--- src/port_a_pkg.sv ---
package port_a_pkg;

    // ------------------------------------------------------------
    // register map: word index, byte address is four times index
    // ------------------------------------------------------------
    localparam int ADR_W = 10;
    localparam logic [7:0] IDX_PINS = 8'h05;
    localparam logic [7:0] IDX_DIRECTION = 8'h85;
    localparam logic [7:0] IDX_ANALOG_CFG = 8'h9F;

    // ------------------------------------------------------------
    // widths, fields and reset values
    // ------------------------------------------------------------
    localparam int PORT_W = 6;
    localparam int TIMER_BIT = 4;
    localparam logic [5:0] LATCH_RST = 6'h00;
    localparam logic [5:0] DIRECTION_RST = 6'h3F;
    localparam logic [7:0] ANALOG_CFG_RST = 8'h00;
    localparam int JUSTIFY_POS = 7;
    localparam logic [7:0] ANALOG_CFG_MASK = 8'h8F;

    // ------------------------------------------------------------
    // analog configuration codes and pin masks
    // ------------------------------------------------------------
    localparam logic [3:0] CFG_ALL_ANALOG = 4'h0;
    localparam logic [3:0] CFG_ANALOG_REF = 4'h1;
    localparam logic [3:0] CFG_DIGITAL_A = 4'h6;
    localparam logic [3:0] CFG_DIGITAL_B = 4'h7;
    localparam logic [5:0] MASK_ALL_ANALOG = 6'h2F;
    localparam logic [5:0] MASK_REF_ANALOG = 6'h27;
    localparam logic [5:0] MASK_NONE = 6'h00;
    localparam logic [5:0] MASK_PARTIAL = 6'h0B;

    // bus slave states
    typedef enum logic [1:0] {
        BUS_IDLE = 2'b01,
        BUS_ACK = 2'b10
    } bus_state_type;

endpackage

--- src/sync_bits.sv ---
`timescale 1ns/1ps
`default_nettype none
module sync_bits #(
    parameter int WIDTH = 6
) (
    input wire logic clk_i,
    input wire logic rst_i,
    input wire logic [WIDTH-1:0] async_i,
    output logic [WIDTH-1:0] sync_o
);

    logic [WIDTH-1:0] meta_q;

    // two-stage synchroniser; first stage feeds only the second
    always_ff @(posedge clk_i)
    begin
        if (rst_i)
        begin
            meta_q <= '0;
            sync_o <= '0;
        end
        else
        begin
            meta_q <= async_i;
            sync_o <= meta_q;
        end
    end

endmodule
`default_nettype wire

--- src/pin_driver.sv ---
`timescale 1ns/1ps
`default_nettype none
module pin_driver #(
    parameter bit OPEN_DRAIN = 1'b0
) (
    input wire logic clk_i,
    input wire logic rst_i,
    input wire logic latch_i,
    input wire logic input_mode_i,
    input wire logic periph_en_i,
    input wire logic periph_out_i,
    input wire logic periph_oe_i,
    output logic pin_out_o,
    output logic pin_oe_o
);

    logic out_d;
    logic oe_d;

    // select port or peripheral, then shape the driver type
    always_comb
    begin
        out_d = latch_i;
        oe_d = !input_mode_i;
        if (periph_en_i)
        begin
            out_d = periph_out_i;
            oe_d = periph_oe_i;
        end
        if (OPEN_DRAIN)
        begin
            oe_d = oe_d && !out_d;
            out_d = 1'b0;
        end
    end

    // registered pin drive, released on reset
    always_ff @(posedge clk_i)
    begin
        if (rst_i)
        begin
            pin_out_o <= 1'b0;
            pin_oe_o <= 1'b0;
        end
        else
        begin
            pin_out_o <= out_d;
            pin_oe_o <= oe_d;
        end
    end

endmodule
`default_nettype wire

--- src/six_bit_port_a.sv ---
// Implementation choice: register access over Wishbone.
`timescale 1ns/1ps
`default_nettype none
module six_bit_port_a #(
    parameter int PORT_W = port_a_pkg::PORT_W
) (
    input wire logic clk_i,
    input wire logic rst_i,
    input wire logic por_i,
    input wire logic cyc_i,
    input wire logic stb_i,
    input wire logic we_i,
    input wire logic [port_a_pkg::ADR_W-1:0] adr_i,
    input wire logic [3:0] sel_i,
    input wire logic [31:0] dat_i,
    output logic [31:0] dat_o,
    output logic ack_o,
    input wire logic [PORT_W-1:0] pin_in_i,
    output logic [PORT_W-1:0] pin_out_o,
    output logic [PORT_W-1:0] pin_oe_o,
    input wire logic [PORT_W-1:0] periph_en_i,
    input wire logic [PORT_W-1:0] periph_out_i,
    input wire logic [PORT_W-1:0] periph_oe_i,
    output logic counter_clock_o,
    output logic [PORT_W-1:0] analog_en_o,
    output logic ref_select_o,
    output logic result_justify_select_o
);

    // ------------------------------------------------------------
    // declarations
    // ------------------------------------------------------------
    logic [PORT_W-1:0] pins_sync;
    logic [PORT_W-1:0] latch_q;
    logic [PORT_W-1:0] latch_d;
    logic [PORT_W-1:0] direction_q;
    logic [7:0] analog_cfg_q;
    logic [PORT_W-1:0] analog_mask;
    logic [PORT_W-1:0] pins_read;
    port_a_pkg::bus_state_type bus_q;
    logic req;
    logic take;
    logic [7:0] index;
    logic hit_pins;
    logic hit_dir;
    logic hit_cfg;
    logic [31:0] rdata_d;

    // ------------------------------------------------------------
    // pin input synchronisation
    // ------------------------------------------------------------

    // pins come from outside the clock domain
    sync_bits #(
        .WIDTH(PORT_W)
    ) u_pin_sync (
        .clk_i(clk_i),
        .rst_i(rst_i),
        .async_i(pin_in_i),
        .sync_o(pins_sync)
    );

    // ------------------------------------------------------------
    // analog configuration decode
    // ------------------------------------------------------------

    // map configuration code to the set of analog pins
    always_comb
    begin
        unique case (analog_cfg_q[3:0])
            port_a_pkg::CFG_ALL_ANALOG: analog_mask = port_a_pkg::MASK_ALL_ANALOG;
            port_a_pkg::CFG_ANALOG_REF: analog_mask = port_a_pkg::MASK_REF_ANALOG;
            port_a_pkg::CFG_DIGITAL_A: analog_mask = port_a_pkg::MASK_NONE;
            port_a_pkg::CFG_DIGITAL_B: analog_mask = port_a_pkg::MASK_NONE;
            default: analog_mask = port_a_pkg::MASK_PARTIAL;
        endcase
    end

    // digital read path is blocked on analog pins
    assign pins_read = pins_sync & ~analog_mask;

    // ------------------------------------------------------------
    // wishbone classic slave
    // ------------------------------------------------------------

    // request decode; word index from byte address
    assign req = cyc_i && stb_i;
    assign take = req && (bus_q == port_a_pkg::BUS_IDLE);
    assign index = adr_i[port_a_pkg::ADR_W-1:2];
    assign hit_pins = (index == port_a_pkg::IDX_PINS);
    assign hit_dir = (index == port_a_pkg::IDX_DIRECTION);
    assign hit_cfg = (index == port_a_pkg::IDX_ANALOG_CFG);

    // one ack per request, dropped the cycle after
    always_ff @(posedge clk_i)
    begin
        if (rst_i)
        begin
            bus_q <= port_a_pkg::BUS_IDLE;
        end
        else
        begin
            unique case (bus_q)
                port_a_pkg::BUS_IDLE:
                begin
                    if (req)
                    begin
                        bus_q <= port_a_pkg::BUS_ACK;
                    end
                end
                port_a_pkg::BUS_ACK: bus_q <= port_a_pkg::BUS_IDLE;
                default: bus_q <= port_a_pkg::BUS_IDLE;
            endcase
        end
    end

    // ack output straight from a flop
    always_ff @(posedge clk_i)
    begin
        if (rst_i)
        begin
            ack_o <= 1'b0;
        end
        else
        begin
            ack_o <= take;
        end
    end

    // read mux; unmapped and unimplemented bits read zero
    always_comb
    begin
        rdata_d = 32'h0000_0000;
        if (hit_pins)
        begin
            rdata_d[PORT_W-1:0] = pins_read;
        end
        else if (hit_dir)
        begin
            rdata_d[PORT_W-1:0] = direction_q;
        end
        else if (hit_cfg)
        begin
            rdata_d[7:0] = analog_cfg_q & port_a_pkg::ANALOG_CFG_MASK;
        end
    end

    // read data captured with the ack
    always_ff @(posedge clk_i)
    begin
        if (rst_i)
        begin
            dat_o <= 32'h0000_0000;
        end
        else if (take && !we_i)
        begin
            dat_o <= rdata_d;
        end
    end

    // ------------------------------------------------------------
    // port registers
    // ------------------------------------------------------------

    // write merges byte lane 0 over the sampled pin levels
    always_comb
    begin
        latch_d = pins_sync;
        if (sel_i[0])
        begin
            latch_d = dat_i[PORT_W-1:0];
        end
    end

    // output latch; bit 4 survives all but power-on reset
    always_ff @(posedge clk_i)
    begin
        if (rst_i)
        begin
            latch_q[3:0] <= port_a_pkg::LATCH_RST[3:0];
            latch_q[5] <= port_a_pkg::LATCH_RST[5];
            if (por_i)
            begin
                latch_q[4] <= port_a_pkg::LATCH_RST[4];
            end
        end
        else if (take && we_i && hit_pins)
        begin
            latch_q <= latch_d;
        end
    end

    // direction register, all inputs after any reset
    always_ff @(posedge clk_i)
    begin
        if (rst_i)
        begin
            direction_q <= port_a_pkg::DIRECTION_RST;
        end
        else if (take && we_i && hit_dir && sel_i[0])
        begin
            direction_q <= dat_i[PORT_W-1:0];
        end
    end

    // analog configuration, all analog but bit 4 after reset
    always_ff @(posedge clk_i)
    begin
        if (rst_i)
        begin
            analog_cfg_q <= port_a_pkg::ANALOG_CFG_RST;
        end
        else if (take && we_i && hit_cfg && sel_i[0])
        begin
            analog_cfg_q <= dat_i[7:0] & port_a_pkg::ANALOG_CFG_MASK;
        end
    end

    // ------------------------------------------------------------
    // pin drivers
    // ------------------------------------------------------------

    // one driver per bit; bit 4 is open drain
    generate
        for (genvar i = 0; i < PORT_W; i++)
        begin : g_pin
            pin_driver #(
                .OPEN_DRAIN(i == port_a_pkg::TIMER_BIT)
            ) u_drv (
                .clk_i(clk_i),
                .rst_i(rst_i),
                .latch_i(latch_q[i]),
                .input_mode_i(direction_q[i]),
                .periph_en_i(periph_en_i[i]),
                .periph_out_i(periph_out_i[i]),
                .periph_oe_i(periph_oe_i[i]),
                .pin_out_o(pin_out_o[i]),
                .pin_oe_o(pin_oe_o[i])
            );
        end
    endgenerate

    // ------------------------------------------------------------
    // side outputs to timer and converter
    // ------------------------------------------------------------

    // timer clock, analog enables and reference select
    always_ff @(posedge clk_i)
    begin
        if (rst_i)
        begin
            counter_clock_o <= 1'b0;
            analog_en_o <= port_a_pkg::MASK_ALL_ANALOG;
            ref_select_o <= 1'b0;
            result_justify_select_o <= 1'b0;
        end
        else
        begin
            counter_clock_o <= pins_sync[port_a_pkg::TIMER_BIT];
            analog_en_o <= analog_mask;
            ref_select_o <= (analog_cfg_q[3:0] == port_a_pkg::CFG_ANALOG_REF);
            result_justify_select_o <= analog_cfg_q[port_a_pkg::JUSTIFY_POS];
        end
    end
endmodule
`default_nettype wire

--- config.mk ---
export PLATFORM = sky130hd
export DESIGN_NAME = six_bit_port_a
export DESIGN_NICKNAME = d
export VERILOG_FILES = /design/src/port_a_pkg.sv /design/src/sync_bits.sv /design/src/pin_driver.sv /design/src/six_bit_port_a.sv
export SDC_FILE = /design/constraint.sdc
export NUM_CORES = 1
export LEC_CHECK = 0
export BUFFER_PORTS_ARGS = -buffer_cell sky130_fd_sc_hd__buf_2
export CAP_MARGIN = 20
export CORE_UTILIZATION = 45
export CTS_CLUSTER_SIZE = 14
export DETAILED_ROUTE_END_ITERATION = 16
export GPL_TIMING_DRIVEN = 0
export HOLD_SLACK_MARGIN = 0.03
export PLACE_DENSITY = 0.77
export SLEW_MARGIN = 25
export SYNTH_ARGS = -nofsm -noshare
export SYNTH_HDL_FRONTEND = slang
export SYNTH_HIERARCHICAL = 1
export SYNTH_SLANG_ARGS = --single-unit
--- constraint.sdc ---
create_clock -name clk_i -period 1.85 [get_ports clk_i]
set_input_delay 0.0925 -clock clk_i [delete_from_list [all_inputs] [get_ports clk_i]]
set_output_delay 0.0925 -clock clk_i [all_outputs]
set_load 0.01 [all_outputs]
==> flow_metrics.py <==
metrics = {
    "outcome": {
        "status": "completed",
    },
    "pwr": {
        "leakage_nw": 1.559,
        "pwr_density_cell_nw_per_um2": 684.6,
        "vdd_drop_max_v": 0.0005193,
    },
    "logic_synthesis": {
        "ys_warn_count": 6,
        "synth_area_leader_cell": "dfxtp_1",
        "ys_types": 46,
        "synth_seq_cells": 56,
        "ys_seq_area_share_pct": 45.66,
        "synth_top_area_share_pct": 44.44,
        "syn_area_per_cell_um2": 9.870,
        "synthTopCellsByArea": "dfxtp_1 (44%), buf_4 (8.8%), mux2i_1 (6.9%)",
        "synth_area_um2": 2477,
        "ys_async_sr_fraction_pct": 0,
        "synth.most_common_cell": "dfxtp_1",
        "netlist_top_cells_count": "dfxtp_1 (55), buf_4 (29), nor2_1 (24), mux2i_1 (17), nand2_1 (16)",
        "synth_ff_type": "dfxtp_1",
        "synth-edff-count": 1,
        "synthCells": 251,
    },
    "floorplan": {
        "core-area_um2": 5205,
        "ioPinCount": 130,
        "dieArea_um2": 5806,
        "die_w_um": 76.20,
        "initial_core_util_pct": 47.60,
        "rows": 26,
        "die_y_um": 76.20,
    },
    "cts": {
        "clk_pin_slew_ns": 0.09,
        "clockBufferDepth": 2,
        "cts_setup_buffers": 0,
        "tritoncts": "yes",
        "cts_buffers": 5,
        "root_buffer": "clkbuf_8",
        "cts.sinks": 56,
        "cts_resized": 0,
        "htree_levels": 2,
        "postCtsHoldBufs": 17,
        "insertion_delay_ns": 0.31,
    },
    "routing": {
        "dr.first_iter.drc_count": 103,
        "wl_um": 5329,
        "viasPerCell": 4.627,
        "final_antenna_net_count": 0,
        "vias": 2045,
        "detail_route.first_pass.iterations": 4,
        "drc": 0,
        "wire_per_inst_um": 12.06,
    },
    "sta": {
        "slew_headroom_pct": 66.18,
        "worst_pin_slew_ns": 0.5074,
        "period_needed_ns": 1.567,
        "rsz0062_at_grt": "no",
        "setup_viol": 0,
        "post-route-period-util_pct": 84.69,
        "layout_setup_ws_ns": 0.2833,
        "skew_ns": 0.01060,
        "slew_violations": 0,
        "clock.fmax_ghz": 0.6383,
        "hold_viol_final": 0,
        "fin_tns_setup_ns": 0,
    },
    "worst_setup_path": {
        "crit_fanout": 10,
        "r2r_end": "dat_o[2]",
        "criticalPathCategory": "flip-flop to flip-flop",
        "ff2ff_setup_slack_ns": 0.28,
        "critPathCaptureType": "flip-flop",
        "cp_data_arrival_time_ns": 1.79,
        "timing.rr.start": "bus_q[0]",
        "required_ns": 2.08,
        "crit_path_start_kind": "flip-flop",
        "r2r_cells": 5,
    },
    "cells_and_area": {
        "ff_latch_area_um2": 1131,
        "drive_above_1_share_pct": 37.63,
        "multi_input_area_um2": 1150,
        "num-fill-cells": 463,
        "layout.nets": 448,
        "area_growth_pct": 32.63,
        "antenna_cells": 0,
    },
    "placement": {
        "globalplace.congestion": 0.8571,
        "place_ws_ns": 0.2076,
        "dp_hpwl_um": 3963,
        "port_buffers": 72,
    },
    "global_route": {
        "grt_pass1_wl_um": 8590,
        "grt_usage_pct": 18.49,
        "grt_start_max_net_pins": 16,
        "antenna_found_initial": 0,
        "grt_overflow": 0,
        "grt_pass1_vias": 1938,
    },
    "min_path": {
        "min_from": "periph_out_i[4]",
        "hold_path_class": "primary input to flip-flop",
        "whs_path_depth": 3,
        "hold-path-endpoint": "g_pin[4].u_drv/pin_oe_o",
    },
    "flow_run": {
        "max-cap-violations": 0,
    },
}
flip-flops by register name, indices dropped and copies added (netlist names):
signal / flops
ack_o: 1
analog_cfg_q: 5
analog_en_o: 3
bus_q: 2
counter_clock_o: 1
dat_o: 7
direction_q: 6
g_pin.u_drv/pin_oe_o: 6
g_pin.u_drv/pin_out_o: 5
latch_q: 6
ref_select_o: 1
result_justify_select_o: 1
u_pin_sync/meta_q: 6
u_pin_sync/sync_o: 6
metrics by stage:
step                      hold slack [ns]  cell area, µm²  power (mW)  util [%]  std cells
after floorplan                    0.1549            2571       1.440         -        276
after detailed placement           0.3045            3019       1.547     58.00        418
final                             0.03349            3286       2.249     63.13        442
after global placement             0.3021            3019       1.542     58.00        418
after global routing              0.04370            3286       2.336     63.13        442
after CTS                         0.03380            3286       2.264     63.13        442
cell type report:
type / instances / share of cell area, %
Multi-Input combinational cell: 174 / 35.00
Sequential cell: 56 / 34.42
Timing Repair Buffer: 89 / 16.15
Buffer: 39 / 8.035
Clock buffer: 7 / 2.932
Tap cell: 70 / 2.666
Inverter: 7 / 0.7997
cells by family (layout without fill, tap and decap cells):
group | Yosys count | in the layout | share of synthesized area (%)
buffers and inverters | 46 | 142 | 11.72
flip-flops | 56 | 56 | 45.66
AO/OA/AOI/OAI | 33 | 33 | 9.041
multiplexers | 22 | 22 | 9.141
AND/OR/NAND/NOR | 92 | 92 | 24.14
other | 2 | 27 | 0.3031
how the worst max path moves through the flow:
stage	startpoint	end	slack [ns]	cells past startpoint
3_3_place_gp	rst_i	latch_q[4]	0.21	5
2_1_floorplan	bus_q[0]	analog_cfg_q[0]	0.50	4
6_report	bus_q[0]	dat_o[2]	0.28	5
5_1_grt	bus_q[0]	dat_o[2]	0.14	5
4_1_cts	bus_q[0]	dat_o[2]	0.31	5
3_5_place_dp	rst_i	latch_q[4]	0.21	5
worst max-delay path, stage by stage (launching register included):
cell      delay (ns)
dfxtp_1         0.38
nand4b_4        0.16
nor2_1          0.24
clkbuf_1        0.39
nor2_1          0.07
a311oi_1        0.24
per-layer routing:
layer / vias up / routed length (µm) / global-route usage (%)
met3: 7 / 331 / 5.030
met5: - / 0 / 0
met4: 0 / 70 / 5.385
met2: 76 / 2589 / 33.91
li1: 1046 / - / -
met1: 916 / 2337 / 20.84
layout by cell type, fill, tap and decap left out, types with 2 or more instances in the layout:
master	count
or2_1	5
dfxtp_1	55
nor2_1	24
a311oi_1	4
nor2b_1	2
dlygate4sd3_1	17
a21oi_1	3
nand3_1	3
nor3b_1	2
nand4_1	3
o21ai_0	10
and2b_2	2
and4b_1	2
buf_4	29
or3_1	2
clkbuf_1	8
buf_2	73
nor2b_2	8
a22o_1	3
nor3_1	4
mux2_2	5
nand3b_1	3
nand2_1	16
a31oi_1	6
conb_1	27
a21oi_2	5
mux2i_1	17
inv_1	7
clkbuf_8	7
nor2b_4	2
where the power goes:
| part | total [mW] | switching [mW] | internal, mW | leakage (nW) |
|---|---|---|---|---|
| Sequential | 1.25 | 0.0123 | 1.24 | 0.459 |
| Combinational | 0.302 | 0.145 | 0.157 | 1.05 |
| Clock | 0.698 | 0.364 | 0.334 | 0.0503 |
| Total | 2.25 | 0.521 | 1.73 | 1.56 |
(Power assumes the default switching activity.)
